## src/fiber_trig_pkg.sv

```systemverilog
package fiber_trig_pkg;

  // Network word and bus widths
  localparam int          LINE_COUNT   = 32;
  localparam int          MAP_COUNT    = 8;
  localparam int          IO_COUNT     = 4;
  // First mapped line index (line 25 is bit 24)
  localparam logic [4:0]  FIRST_MAPPED = 5'h18;

  // Network word pacing
  localparam int          CLK_PERIOD_NS   = 8;
  localparam int          FIBER_WORD_NS   = 80;
  localparam int          WORD_CYCLES_RAW = FIBER_WORD_NS / CLK_PERIOD_NS;
  localparam int          WORD_CYCLES     = (WORD_CYCLES_RAW < 1) ? 1 : WORD_CYCLES_RAW;
  localparam logic [7:0]  WORD_LAST       = 8'(WORD_CYCLES - 1);

  // Register byte offsets
  localparam logic [7:0]  ADDR_ROLE   = 8'h00;
  localparam logic [7:0]  ADDR_MAP    = 8'h04;
  localparam logic [7:0]  ADDR_IOCFG  = 8'h08;
  localparam logic [7:0]  ADDR_SELECT = 8'h0C;
  localparam logic [7:0]  ADDR_STATUS = 8'h10;
  localparam logic [7:0]  ADDR_RXLAST = 8'h14;

  // Select register fields: 5-bit line index plus enable bit each
  localparam int          SEL_NORM_POS  = 0;
  localparam int          SEL_START_POS = 8;
  localparam int          SEL_STEP_POS  = 16;
  localparam int          SEL_EN_BIT    = 5;

  // Status register fields
  localparam int          ST_SYNC_POS    = 0;
  localparam int          ST_ACTIVE_POS  = 1;
  localparam int          ST_PEND_POS    = 8;

  // Reset values
  localparam logic [7:0]  MAP_RESET    = 8'h00;
  localparam logic [3:0]  IOCFG_RESET  = 4'h0;
  localparam logic [21:0] SELECT_RESET = 22'h000000;

  // AXI responses
  localparam logic [1:0]  RESP_OKAY   = 2'h0;
  localparam logic [1:0]  RESP_SLVERR = 2'h2;

  // Unit role on the ring
  typedef enum logic [1:0] {
    ROLE_STANDALONE,
    ROLE_MASTER,
    ROLE_SLAVE
  } role_t;

endpackage

```

## src/fiber_sync_trigger_router.sv

```systemverilog
`timescale 1ns/10ps
module fiber_sync_trigger_router
  import fiber_trig_pkg::*;
(
  input  wire logic        clk,
  input  wire logic        rst,
  // AXI4-Lite slave
  input  wire logic [7:0]  s_axi_awaddr,
  input  wire logic        s_axi_awvalid,
  output logic             s_axi_awready,
  input  wire logic [31:0] s_axi_wdata,
  input  wire logic [3:0]  s_axi_wstrb,
  input  wire logic        s_axi_wvalid,
  output logic             s_axi_wready,
  output logic [1:0]       s_axi_bresp,
  output logic             s_axi_bvalid,
  input  wire logic        s_axi_bready,
  input  wire logic [7:0]  s_axi_araddr,
  input  wire logic        s_axi_arvalid,
  output logic             s_axi_arready,
  output logic [31:0]      s_axi_rdata,
  output logic [1:0]       s_axi_rresp,
  output logic             s_axi_rvalid,
  input  wire logic        s_axi_rready,
  // Local trigger sources
  input  wire logic [3:0]  io_pin,
  input  wire logic        front_key_press,
  input  wire logic        gpib_group_trigger,
  input  wire logic        scpi_bus_trigger,
  input  wire logic        scope_trigger,
  // Ring sync status pin
  input  wire logic        sync_normal,
  // Network words from the ring receiver
  input  wire logic [31:0] fiber_rx_word,
  input  wire logic        fiber_rx_valid,
  // Network words to the ring transmitter
  output logic [31:0]      fiber_tx_word,
  output logic             fiber_tx_valid,
  // Trigger pulses to the unit
  output logic             unit_trigger,
  output logic             sweep_start_trigger,
  output logic             sweep_step_trigger
);

  role_t       role;          // Ring role
  logic [7:0]  map_en;        // Mapping switches, bit 0 is line 25
  logic [3:0]  io_trig_cfg;   // IO pin configured as trigger input
  logic [21:0] select;        // Trigger source selectors
  logic [31:0] rx_last;       // Last received word, for software
  logic [7:0]  pending;       // Local events waiting for a word slot
  logic [31:0] fwd_pending;   // Ring lines waiting to be repeated
  logic [7:0]  slot_cnt;      // Word slot timer
  logic        slot;          // Word slot boundary this cycle
  logic        sync_meta;     // Sync pin, first stage only
  logic        sync_ok;       // Sync pin, synchronised
  logic        active;        // Unit takes part in triggering
  logic [3:0]  io_fall;       // Falling edges on IO pins
  logic [7:0]  events;        // Raw local events per mapping
  logic [7:0]  accepted;      // Events that may reach the network

  // AXI internal state
  logic        aw_held;       // Write address captured
  logic        w_held;        // Write data captured
  logic [7:0]  wr_addr;       // Captured write address
  logic [31:0] wr_data;       // Captured write data
  logic [3:0]  wr_strb;       // Captured byte enables
  logic        aw_take;       // Address handshake now
  logic        w_take;        // Data handshake now
  logic        do_write;      // Both halves present, apply write
  logic        next_aw_held;  // Address captured next cycle
  logic        next_w_held;   // Data captured next cycle
  logic        ar_take;       // Read handshake now
  logic        next_rvalid;   // Read answer pending next cycle
  logic [31:0] wmask;         // Byte-lane mask
  logic        cfg_allowed;   // Configuration not refused
  logic        wr_refused;    // Current write refused
  logic [31:0] rd_word;       // Read mux
  logic        rd_err;        // Unmapped read address

  // Four IO pins each get a synchroniser and edge detector
  genvar gi;
  generate
    for (gi = 0; gi < IO_COUNT; gi++) begin : g_io
      pin_fall_detect u_fall (
        .clk  (clk),
        .rst  (rst),
        .pin  (io_pin[gi]),
        .fall (io_fall[gi])
      );
    end
  endgenerate

  // Sync status comes from outside, so it passes two flops
  always_ff @(posedge clk) begin
    if (rst) begin
      sync_meta <= 1'b0;
      sync_ok   <= 1'b0;
    end else begin
      sync_meta <= sync_normal;
      sync_ok   <= sync_meta;
    end
  end

  // Only a master or slave with normal sync takes part
  assign active = (role != ROLE_STANDALONE) && sync_ok;

  // Local events; IO edges count only on pins set as trigger inputs
  assign events[0] = io_fall[0] & io_trig_cfg[0];
  assign events[1] = io_fall[1] & io_trig_cfg[1];
  assign events[2] = io_fall[2] & io_trig_cfg[2];
  assign events[3] = io_fall[3] & io_trig_cfg[3];
  assign events[4] = front_key_press;
  assign events[5] = gpib_group_trigger;
  assign events[6] = scpi_bus_trigger;
  assign events[7] = scope_trigger;

  // A switched-off mapping never lets its event through
  assign accepted = events & map_en & {MAP_COUNT{active}};

  // Word slot timer; runs always so idle words keep the ring clocked
  always_ff @(posedge clk) begin
    if (rst) begin
      slot_cnt <= 8'h00;
    end else if (slot) begin
      slot_cnt <= 8'h00;
    end else begin
      slot_cnt <= slot_cnt + 8'h01;
    end
  end
  assign slot = (slot_cnt == WORD_LAST);

  // Pending events: set wins over the slot clear so none is lost
  always_ff @(posedge clk) begin
    if (rst) begin
      pending <= 8'h00;
    end else if (slot) begin
      pending <= accepted;
    end else begin
      pending <= pending | accepted;
    end
  end

  // Slaves repeat ring lines downstream; the master ends the loop
  // so a trigger does not circulate forever
  always_ff @(posedge clk) begin
    if (rst) begin
      fwd_pending <= 32'h00000000;
    end else if (slot) begin
      if (fiber_rx_valid && active && role == ROLE_SLAVE) begin
        fwd_pending <= fiber_rx_word;
      end else begin
        fwd_pending <= 32'h00000000;
      end
    end else if (fiber_rx_valid && active && role == ROLE_SLAVE) begin
      fwd_pending <= fwd_pending | fiber_rx_word;
    end
  end

  // Transmit one word per slot; each line stands for that word only
  always_ff @(posedge clk) begin
    if (rst) begin
      fiber_tx_word  <= 32'h00000000;
      fiber_tx_valid <= 1'b0;
    end else begin
      fiber_tx_valid <= slot;
      if (slot) begin
        // Mapped lines occupy the top byte, lines 25..32
        fiber_tx_word <= {(pending & map_en), 24'h000000} | fwd_pending;
      end else begin
        fiber_tx_word <= 32'h00000000;
      end
    end
  end

  // Received word kept for status reads
  always_ff @(posedge clk) begin
    if (rst) begin
      rx_last <= 32'h00000000;
    end else if (fiber_rx_valid) begin
      rx_last <= fiber_rx_word;
    end
  end

  // Selected lines trigger the unit and the sweep engine
  always_ff @(posedge clk) begin
    if (rst) begin
      unit_trigger        <= 1'b0;
      sweep_start_trigger <= 1'b0;
      sweep_step_trigger  <= 1'b0;
    end else begin
      unit_trigger <= fiber_rx_valid && active && select[SEL_NORM_POS + SEL_EN_BIT]
                      && fiber_rx_word[select[SEL_NORM_POS +: 5]];
      sweep_start_trigger <= fiber_rx_valid && active && select[SEL_START_POS + SEL_EN_BIT]
                             && fiber_rx_word[select[SEL_START_POS +: 5]];
      sweep_step_trigger <= fiber_rx_valid && active && select[SEL_STEP_POS + SEL_EN_BIT]
                            && fiber_rx_word[select[SEL_STEP_POS +: 5]];
    end
  end

  // AXI write channel handshakes
  assign aw_take      = s_axi_awvalid & s_axi_awready;
  assign w_take       = s_axi_wvalid & s_axi_wready;
  assign do_write     = aw_held & w_held & ~s_axi_bvalid;
  assign next_aw_held = (aw_held | aw_take) & ~do_write;
  assign next_w_held  = (w_held | w_take) & ~do_write;
  assign wmask        = {{8{wr_strb[3]}}, {8{wr_strb[2]}}, {8{wr_strb[1]}}, {8{wr_strb[0]}}};
  assign cfg_allowed  = (role != ROLE_STANDALONE);

  // Refusal: map or select while standalone, role value 3, bad normal line, any other address
  always_comb begin
    wr_refused = 1'b0;
    case (wr_addr)
      ADDR_ROLE:   wr_refused = (wr_data[1:0] == 2'h3);
      ADDR_MAP:    wr_refused = ~cfg_allowed;
      ADDR_IOCFG:  wr_refused = 1'b0;
      ADDR_SELECT: wr_refused = ~cfg_allowed
                   || (wr_data[SEL_NORM_POS + SEL_EN_BIT] && wr_strb[0]
                       && wr_data[SEL_NORM_POS +: 5] < FIRST_MAPPED);
      default:     wr_refused = 1'b1;
    endcase
  end

  // Capture address and data independently, in either order
  always_ff @(posedge clk) begin
    if (rst) begin
      aw_held       <= 1'b0;
      w_held        <= 1'b0;
      s_axi_awready <= 1'b0;
      s_axi_wready  <= 1'b0;
      wr_addr       <= 8'h00;
      wr_data       <= 32'h00000000;
      wr_strb       <= 4'h0;
    end else begin
      aw_held       <= next_aw_held;
      w_held        <= next_w_held;
      s_axi_awready <= ~next_aw_held;
      s_axi_wready  <= ~next_w_held;
      if (aw_take) begin
        wr_addr <= {s_axi_awaddr[7:2], 2'b00};
      end
      if (w_take) begin
        wr_data <= s_axi_wdata;
        wr_strb <= s_axi_wstrb;
      end
    end
  end

  // Write response follows the applied write
  always_ff @(posedge clk) begin
    if (rst) begin
      s_axi_bvalid <= 1'b0;
      s_axi_bresp  <= RESP_OKAY;
    end else if (do_write) begin
      s_axi_bvalid <= 1'b1;
      s_axi_bresp  <= wr_refused ? RESP_SLVERR : RESP_OKAY;
    end else if (s_axi_bready) begin
      s_axi_bvalid <= 1'b0;
    end
  end

  // Role register; reset leaves the unit standalone
  always_ff @(posedge clk) begin
    if (rst) begin
      role <= ROLE_STANDALONE;
    end else if (do_write && !wr_refused && wr_addr == ADDR_ROLE && wr_strb[0]) begin
      role <= role_t'(wr_data[1:0]);
    end
  end

  // Mapping switches; all off after reset, writes refused when standalone
  always_ff @(posedge clk) begin
    if (rst) begin
      map_en <= MAP_RESET;
    end else if (do_write && !wr_refused && wr_addr == ADDR_MAP) begin
      map_en <= (map_en & ~wmask[7:0]) | (wr_data[7:0] & wmask[7:0]);
    end
  end

  // IO pin function: trigger input or not
  always_ff @(posedge clk) begin
    if (rst) begin
      io_trig_cfg <= IOCFG_RESET;
    end else if (do_write && !wr_refused && wr_addr == ADDR_IOCFG) begin
      io_trig_cfg <= (io_trig_cfg & ~wmask[3:0]) | (wr_data[3:0] & wmask[3:0]);
    end
  end

  // Source selectors for normal, sweep start and sweep step
  always_ff @(posedge clk) begin
    if (rst) begin
      select <= SELECT_RESET;
    end else if (do_write && !wr_refused && wr_addr == ADDR_SELECT) begin
      select <= (select & ~wmask[21:0]) | (wr_data[21:0] & wmask[21:0]);
    end
  end

  // Read mux; unmapped addresses read zero with an error
  always_comb begin
    rd_word = 32'h00000000;
    rd_err  = 1'b0;
    case ({s_axi_araddr[7:2], 2'b00})
      ADDR_ROLE:   rd_word[1:0] = role;
      ADDR_MAP:    rd_word[7:0] = map_en;
      ADDR_IOCFG:  rd_word[3:0] = io_trig_cfg;
      ADDR_SELECT: rd_word[21:0] = select;
      ADDR_STATUS: begin
        rd_word[ST_SYNC_POS]        = sync_ok;
        rd_word[ST_ACTIVE_POS]      = active;
        rd_word[ST_PEND_POS +: 8]   = pending;
      end
      ADDR_RXLAST: rd_word = rx_last;
      default:     rd_err = 1'b1;
    endcase
  end

  // Read channel: one read at a time, answer the cycle after acceptance
  assign ar_take     = s_axi_arvalid & s_axi_arready;
  assign next_rvalid = (s_axi_rvalid & ~s_axi_rready) | ar_take;

  always_ff @(posedge clk) begin
    if (rst) begin
      s_axi_arready <= 1'b0;
      s_axi_rvalid  <= 1'b0;
      s_axi_rdata   <= 32'h00000000;
      s_axi_rresp   <= RESP_OKAY;
    end else begin
      s_axi_rvalid  <= next_rvalid;
      s_axi_arready <= ~next_rvalid;
      if (ar_take) begin
        s_axi_rdata <= rd_word;
        s_axi_rresp <= rd_err ? RESP_SLVERR : RESP_OKAY;
      end
    end
  end

endmodule

```

## src/pin_fall_detect.sv

```systemverilog
`timescale 1ns/10ps
// Synchronises one pin and pulses on its falling edge
module pin_fall_detect
  import fiber_trig_pkg::*;
(
  input  wire logic clk,
  input  wire logic rst,
  input  wire logic pin,
  output logic      fall
);

  logic meta;   // First stage, read only by the second stage
  logic stable; // Second stage, safe to use
  logic prev;   // Previous stable level

  // Two-stage synchroniser then edge compare; reset idles high so no false edge
  always_ff @(posedge clk) begin
    if (rst) begin
      meta   <= 1'b1;
      stable <= 1'b1;
      prev   <= 1'b1;
      fall   <= 1'b0;
    end else begin
      meta   <= pin;
      stable <= meta;
      prev   <= stable;
      fall   <= prev & ~stable;
    end
  end

endmodule

```

## config.mk

```make
export PLATFORM = sky130hd
export DESIGN_NAME = fiber_sync_trigger_router
export DESIGN_NICKNAME = d
export VERILOG_FILES = /design/src/fiber_trig_pkg.sv /design/src/fiber_sync_trigger_router.sv /design/src/pin_fall_detect.sv
export SDC_FILE = /design/constraint.sdc
export NUM_CORES = 1
export LEC_CHECK = 0
export BUFFER_PORTS_ARGS = -buffer_cell sky130_fd_sc_hd__buf_2
export CORE_MARGIN = 2
export CORE_UTILIZATION = 35
export DETAILED_ROUTE_END_ITERATION = 16
export PLACE_DENSITY = 0.58
export SETUP_SLACK_MARGIN = 0.1
export SYNTH_ARGS = -nofsm -noshare
export SYNTH_HDL_FRONTEND = slang
export SYNTH_SLANG_ARGS = --single-unit
```

## constraint.sdc

```tcl
create_clock -name clk -period 4.45 [get_ports clk]
set_clock_uncertainty 0.2 [all_clocks]
set_input_delay 0.445 -clock clk [delete_from_list [all_inputs] [get_ports clk]]
set_output_delay 0.445 -clock clk [all_outputs]
set_load 0.03 [all_outputs]
```

==> results.ini, run 1 <==
[floorplanning]
die_h_um=169.8
die_w_um=169.8
die_area_mm2=0.02884
ioPinCount=178
coreArea_mm2=0.02695
fp-row-count=60
initial_core_util_pct=35.71

[synth]
ys_seq_elements=242
synth.avg_cell_area_um2=9.900
synthCells=972
synth_cell_types=63
synthFlopType=dfxtp_1
synth-seq-area-share_pct=50.34
synth-warning-count=0
synth.cell_area_mm2=0.009623
async_reset_ff_share_pct=0
synth_edf_count=0

[global_route]
global_route.overflow_total=0
grt_pass1_wl_um=42260
grt_usage_pct=18.57
grt_max_degree=141
grt_pass1_vias=7377
antenna_found_initial=0

[sta]
finalMaxSlewViolations=0
hold_viol=0
setup_viol=0
slew_headroom_pct=23.15
timing.final.ws_setup_ns=1.777
rsz0062_at_grt=false
fin_crit_sh_pct=60.07
min_period_ns=2.673
timing.fmax_ghz=0.3741
tightest_slew_ns=1.153
finalSetupTns_ns=0

[placed_design]
place_inst=1398
portBuffers=160
dp_hpwl_um=19110
gp_congestion=0.8118
place_ws_ns=1.641

[clock_network]
cts.reportedPaths.clkPinSlew_ns=0.07
htreeDepth=1
clockBufferDepth=3
postCtsSetupBuffers=0
clock-sinks=242
root_buffer=clkbuf_16
cts_made_buffers=27
cts_tree=done
clk-insertion-delay-late_ns=0.54

[setup_path]
required_ns=4.62
worstRegToRegCells=4
cp_data_arrival_time_ns=2.84
critPathLaunch=wr_addr[3]
cp-end-kind=register
rr_startpoint=wr_addr[3]
cp_max_fo=22
start_kind=register
rrSetupSlack_ns=1.78
worstSetupPathType=reg2reg

[power_and_ir_drop]
vdd.ir_drop.worst_mv=0.2173
power_density_mw_per_mm2=402.6
power_mw=4.784
p_leak_nw=4.638

[cells_and_area]
layout_commonest_cell=dfxtp_1
layout-drive-gt1-share_pct=22.78
instances_no_fill=1491
final_cell_mix=dfxtp_1, buf_2, nand2_1
antenna_cells=0
fin_nets=1234
fin_util_pct=44.10
area_growth_pct=23.51

[detailed_routing]
wirelength_um=27500
drc=0
avgRoutedWirePerCell_um=18.45
drtAntennaViolNets=0
vias=7934
first_pass_iters=5
vias_per_cell=5.321
first_iter_violations=634

[worst_hold_path]
hp-class=in2reg

[flow_run]
max_cap_violations=0

[status]
status=finished, final reports clean

Yosys cell counts, types with 3 or more instances:
cell,n,area share (%)
nand3_1,21,1.1
mux2_2,8,0.94
a211oi_1,5,0.39
nor3_1,9,0.47
nor2_1,75,2.9
nor2b_1,4,0.26
buf_6,3,0.35
a22o_1,32,2.9
o41ai_1,6,0.55
nor4_1,5,0.33
and3_1,7,0.46
mux4_2,20,4.7
xor2_1,4,0.36
a21oi_1,87,4.5
nand2_1,93,3.6
mux2i_1,63,6.6
o2111ai_1,7,0.64
clkbuf_1,48,1.9
dfxtp_1,242,50
nand2b_1,14,0.91
a31oi_1,3,0.20
a2bb2oi_1,4,0.36
a222oi_1,9,0.94
o21ai_0,7,0.36
nor3b_1,7,0.55
buf_2,25,1.3
a32o_1,4,0.42
buf_4,5,0.39
buf_1,3,0.12
or2_2,14,0.91
a221oi_1,6,0.55
o31ai_1,26,2.0
and2_1,27,1.8
nand4_1,33,2.1
inv_1,11,0.43
metrics by stage:
step / hold WS [ns] / cell area, um2
finish: 0.006010 / 11890
global route: 0.004143 / 11890
CTS: 0.001441 / 11890
global placement: 0.1973 / 10560
detailed placement: 0.1940 / 10560
floorplan: 0.1895 / 9627
power breakdown:
part	leakage, nW	total, mW	switching, mW	internal (mW)
combinational	2.26	0.338	0.199	0.139
sequential	1.97	2.26	0.0421	2.22
clock	0.416	2.18	0.887	1.30
worst min-delay path by stage:
stage	to	depth (start not counted)	slack (ns)	start
2_1_floorplan	g_io[0].u_fall.stable	1	0.19	g_io[0].u_fall.meta
3_3_place_gp	g_io[3].u_fall.stable	1	0.20	g_io[3].u_fall.meta
3_5_place_dp	g_io[2].u_fall.stable	1	0.19	g_io[2].u_fall.meta
4_1_cts	fwd_pending[26]	2	0.001	fiber_rx_word[26]
5_1_grt	fwd_pending[26]	2	0.004	fiber_rx_word[26]
6_report	fwd_pending[26]	2	0.006	fiber_rx_word[26]
area by class of cell:
type | instances | area [um2]
fillers | 2596 | 15070
multi-input cells | 634 | 4359
clock inverters | 13 | 133.9
well taps | 341 | 426.7
repair buffers | 213 | 1326
inverters | 13 | 48.80
clock buffers | 35 | 745.7
flip-flops and latches | 242 | 4845
logic make-up (layout without fill, tap and decap cells):
| logic type | after synthesis | in the layout | synth area share, % |
|---|---|---|---|
| xor gates and xnor gates | 6 | 6 | 0.5461 |
| DFF | 242 | 242 | 50.34 |
| adders and majority gates | 2 | 2 | 0.2600 |
| muxes | 91 | 91 | 12.17 |
| and+or+nand+nor | 321 | 321 | 16.84 |
| other | 1 | 2 | 0.03897 |
| buffers and inverters | 97 | 274 | 4.538 |
| AOI/OAI and AO/OA | 212 | 212 | 15.26 |
per-layer routing:
layer	track usage (%)	vias up	part of all wire [%]
met1	26.74	3770	47
met3	3.744	38	7.1
met5	0	-	0
met4	4.422	0	2.1
met2	28.59	276	43
li1	-	3850	-
timing repair:
action | in CTS | in global routing
gates resized for setup | 0 | 0
hold endpoints to repair | 46 | 0
hold buffers | 45 | 0
worst max-delay path, stage by stage, from the launching register on:
cell     delay (ns)
dfxtp_1        0.71
nand2_1        0.37
a311o_1        0.71
o31ai_1        0.42
a21oi_1        0.11
Power figures use the tool's default switching activity.
==> run 2: changes to the inputs <==
- clock period: 4.45 -> 2.8 ns (I/O delays scaled with it)
==> results.ini, run 2 (same netlist as run 1, synthesis figures left out) <==
[status]
status=finished, final reports clean  ; unchanged

[placed_design]
place_ws_ns=0.4979  ; was 1.641 ns
gp_congestion=0.8403  ; was 0.8118
dp_hpwl_um=19470  ; was 19110 um
portBuffers=160  ; unchanged

[floorplanning]
die_h_um=169.8  ; unchanged
die_w_um=169.8  ; unchanged
initial_core_util_pct=35.71  ; unchanged
die_area_mm2=0.02884  ; unchanged
ioPinCount=178  ; unchanged
coreArea_mm2=0.02695  ; unchanged
fp-row-count=60  ; unchanged

[setup_path]
crit_chain=dlygate4sd3_1 -> buf_2 -> nor3_1 -> dlygate4sd3_1 -> nand4b_1 -> dlygate4sd3_1 -> a31oi_1  ; was nand2_1 -> a311o_1 -> o31ai_1 -> a21oi_1
cp_common_cell=dlygate4sd3_1
cp_max_fo=4  ; was 22
cp_data_arrival_time_ns=2.77  ; was 2.84 ns
critPathSlowestCell=dlygate4sd3_1  ; was dfxtp_1
path_delay_family=buffers and inverters  ; was compound AO/OA/AOI/OAI gates
critPathBufInv=4  ; was 0
slowest_delay_ns=0.63  ; was 0.71 ns
required_ns=3.05  ; was 4.62 ns
cp-end-kind=register  ; unchanged
worstSetupPathType=in2reg  ; was reg2reg
start_kind=primary input  ; was register

[detailed_routing]
avgRoutedWirePerCell_um=18.11  ; was 18.45 um
vias_per_cell=5.249  ; was 5.321
first_iter_violations=651  ; was 634
wirelength_um=28040  ; was 27500 um
first_pass_iters=5  ; unchanged
drc=0  ; unchanged
drtAntennaViolNets=0  ; unchanged
vias=8125  ; was 7934

[sta]
finalMaxSlewViolations=0  ; unchanged
setup_viol=0  ; unchanged
rsz0062_at_grt=false  ; unchanged
tightest_slew_ns=0.9096  ; was 1.153 ns
finalSetupTns_ns=0  ; unchanged
slew_headroom_pct=39.36  ; was 23.15%
fin_crit_sh_pct=90.11
min_period_ns=2.523
timing.final.ws_setup_ns=0.2769  ; was 1.777 ns
hold_viol=0  ; unchanged
timing.fmax_ghz=0.3963

[global_route]
grt_pass1_wl_um=43730  ; was 42260 um
grt_max_degree=139  ; was 141
grt_usage_pct=19.15  ; was 18.57%
grt_pass1_vias=7900  ; was 7377
antenna_found_initial=0  ; unchanged
global_route.overflow_total=0  ; unchanged

[power_and_ir_drop]
p_seq_share_pct=43.3  ; was 47.3%
clockPowerShare_pct=49.6  ; was 45.7%
power_density_mw_per_mm2=659.7  ; was 402.6 mW/mm2
p_int_mw=6.444  ; was 3.656 mW
vdd.ir_drop.worst_mv=0.3947  ; was 0.2173 mV
power_mw=8.291  ; was 4.784 mW
combPwrFrac_pct=7.1  ; about the same
p_leak_nw=4.958  ; was 4.638 nW
swShare_pct=22.27  ; was 23.58%
switchingPower_mw=1.847  ; was 1.128 mW

[clock_network]
cts_tree=done  ; unchanged
cts_made_buffers=27  ; unchanged
clk-insertion-delay-late_ns=0.54  ; about the same
cts.reportedPaths.clkPinSlew_ns=0.06  ; was 0.07 ns
clock-sinks=242  ; unchanged
cts_resized=0  ; unchanged
clockBufferDepth=3  ; unchanged
root_buffer=clkbuf_16  ; unchanged
htreeDepth=1  ; unchanged

[cells_and_area]
final_cell_mix=dfxtp_1, buf_2, nand2_1  ; unchanged
layout-drive-gt1-share_pct=23.45  ; was 22.78%
antenna_cells=0  ; unchanged
fin_nets=1289  ; was 1234
layout_commonest_cell=dfxtp_1  ; unchanged
area_growth_pct=30.59  ; was 23.51%
nFillCells=2530  ; was 2596

[worst_hold_path]
hp-class=in2reg  ; unchanged

[flow_run]
max_cap_violations=0  ; unchanged

-- run 2: cell count changes in the layout (fill, tap and decap cells not counted), sizes merged --
cell / before / now
buf: 168 / 184
clkbuf: 35 / 30
clkinvlp: 6 / 3
bufinv: 2 / 9
dlygate4sd3: 45 / 84
clkinv: 5 / 8
-- run 2: layer usage --
metal | global-route usage, % | up-vias | wire (um)
met5 | 0 | - | 0
li1 | - | 3954 | -
met1 | 27.43 | 3852 | 13540
met2 | 29.51 | 277 | 12240
met4 | 5.723 | 0 | 647
met3 | 3.349 | 42 | 1601
-- run 2: power by group through the flow --
| stage | registers, mW | clock network (mW) | logic [mW] |
|---|---|---|---|
| CTS | 3.59 | 4.18 | 0.590 |
| finish | 3.59 | 4.11 | 0.589 |
| floorplan | 3.68 | 0 | 0.276 |
| global route | 3.60 | 4.33 | 0.645 |
| detailed placement | 3.67 | 0 | 0.501 |
| global placement | 3.66 | 0 | 0.497 |
-- run 2: worst min-delay path, cell delays in order --
cell	delay, ns
buf_2	0.23
mux2i_1	0.16
nor2_1	0.07
-- run 2: final cells by class --
cell class                 count  area, um2  area share (%)
clock buffer                  30      706.9           5.625
clock inverter                20      344.1           2.738
inverter                      13      48.80          0.3883
multi-input combinational    634       4359           34.69
sequential                   242       4845           38.55
tap                          341      426.7           3.395
timing repair buffer         268       1837           14.62
-- run 2: path summary, 6_finish.rpt --
kind | endpoint | depth (start not counted) | slack (ns) | startpoint
setup reg to reg | sweep_start_trigger | 4 | 0.56 | register
hold / removal | rx_last[29] | 3 | 0.05 | fiber_rx_valid
hold reg to reg | g_io[2].u_fall.stable | 1 | 0.21 | g_io[2].u_fall.meta
setup / recovery | s_axi_rdata[0] | 7 | 0.28 | s_axi_araddr[7]
-- run 2: through the flow --
stage / cells / hold WS (ns) / area [um2] / util (%)
floorplan: 973 / 0.1838 / 9627 / -
global placement: 1414 / 0.1979 / 10680 / 39.61
detailed placement: 1414 / 0.1999 / 10680 / 39.61
CTS: 1548 / 0.03820 / 12570 / 46.63
global route: 1548 / 0.05304 / 12570 / 46.63
finish: 1548 / 0.04516 / 12570 / 46.63
-- run 2: what timing repair did --
action                                 4_1_cts  5_1_grt
buffers inserted                             0        0
setup endpoints to repair                    0        0
endpoints found under the hold margin      109        0
hold buffers                                84        0
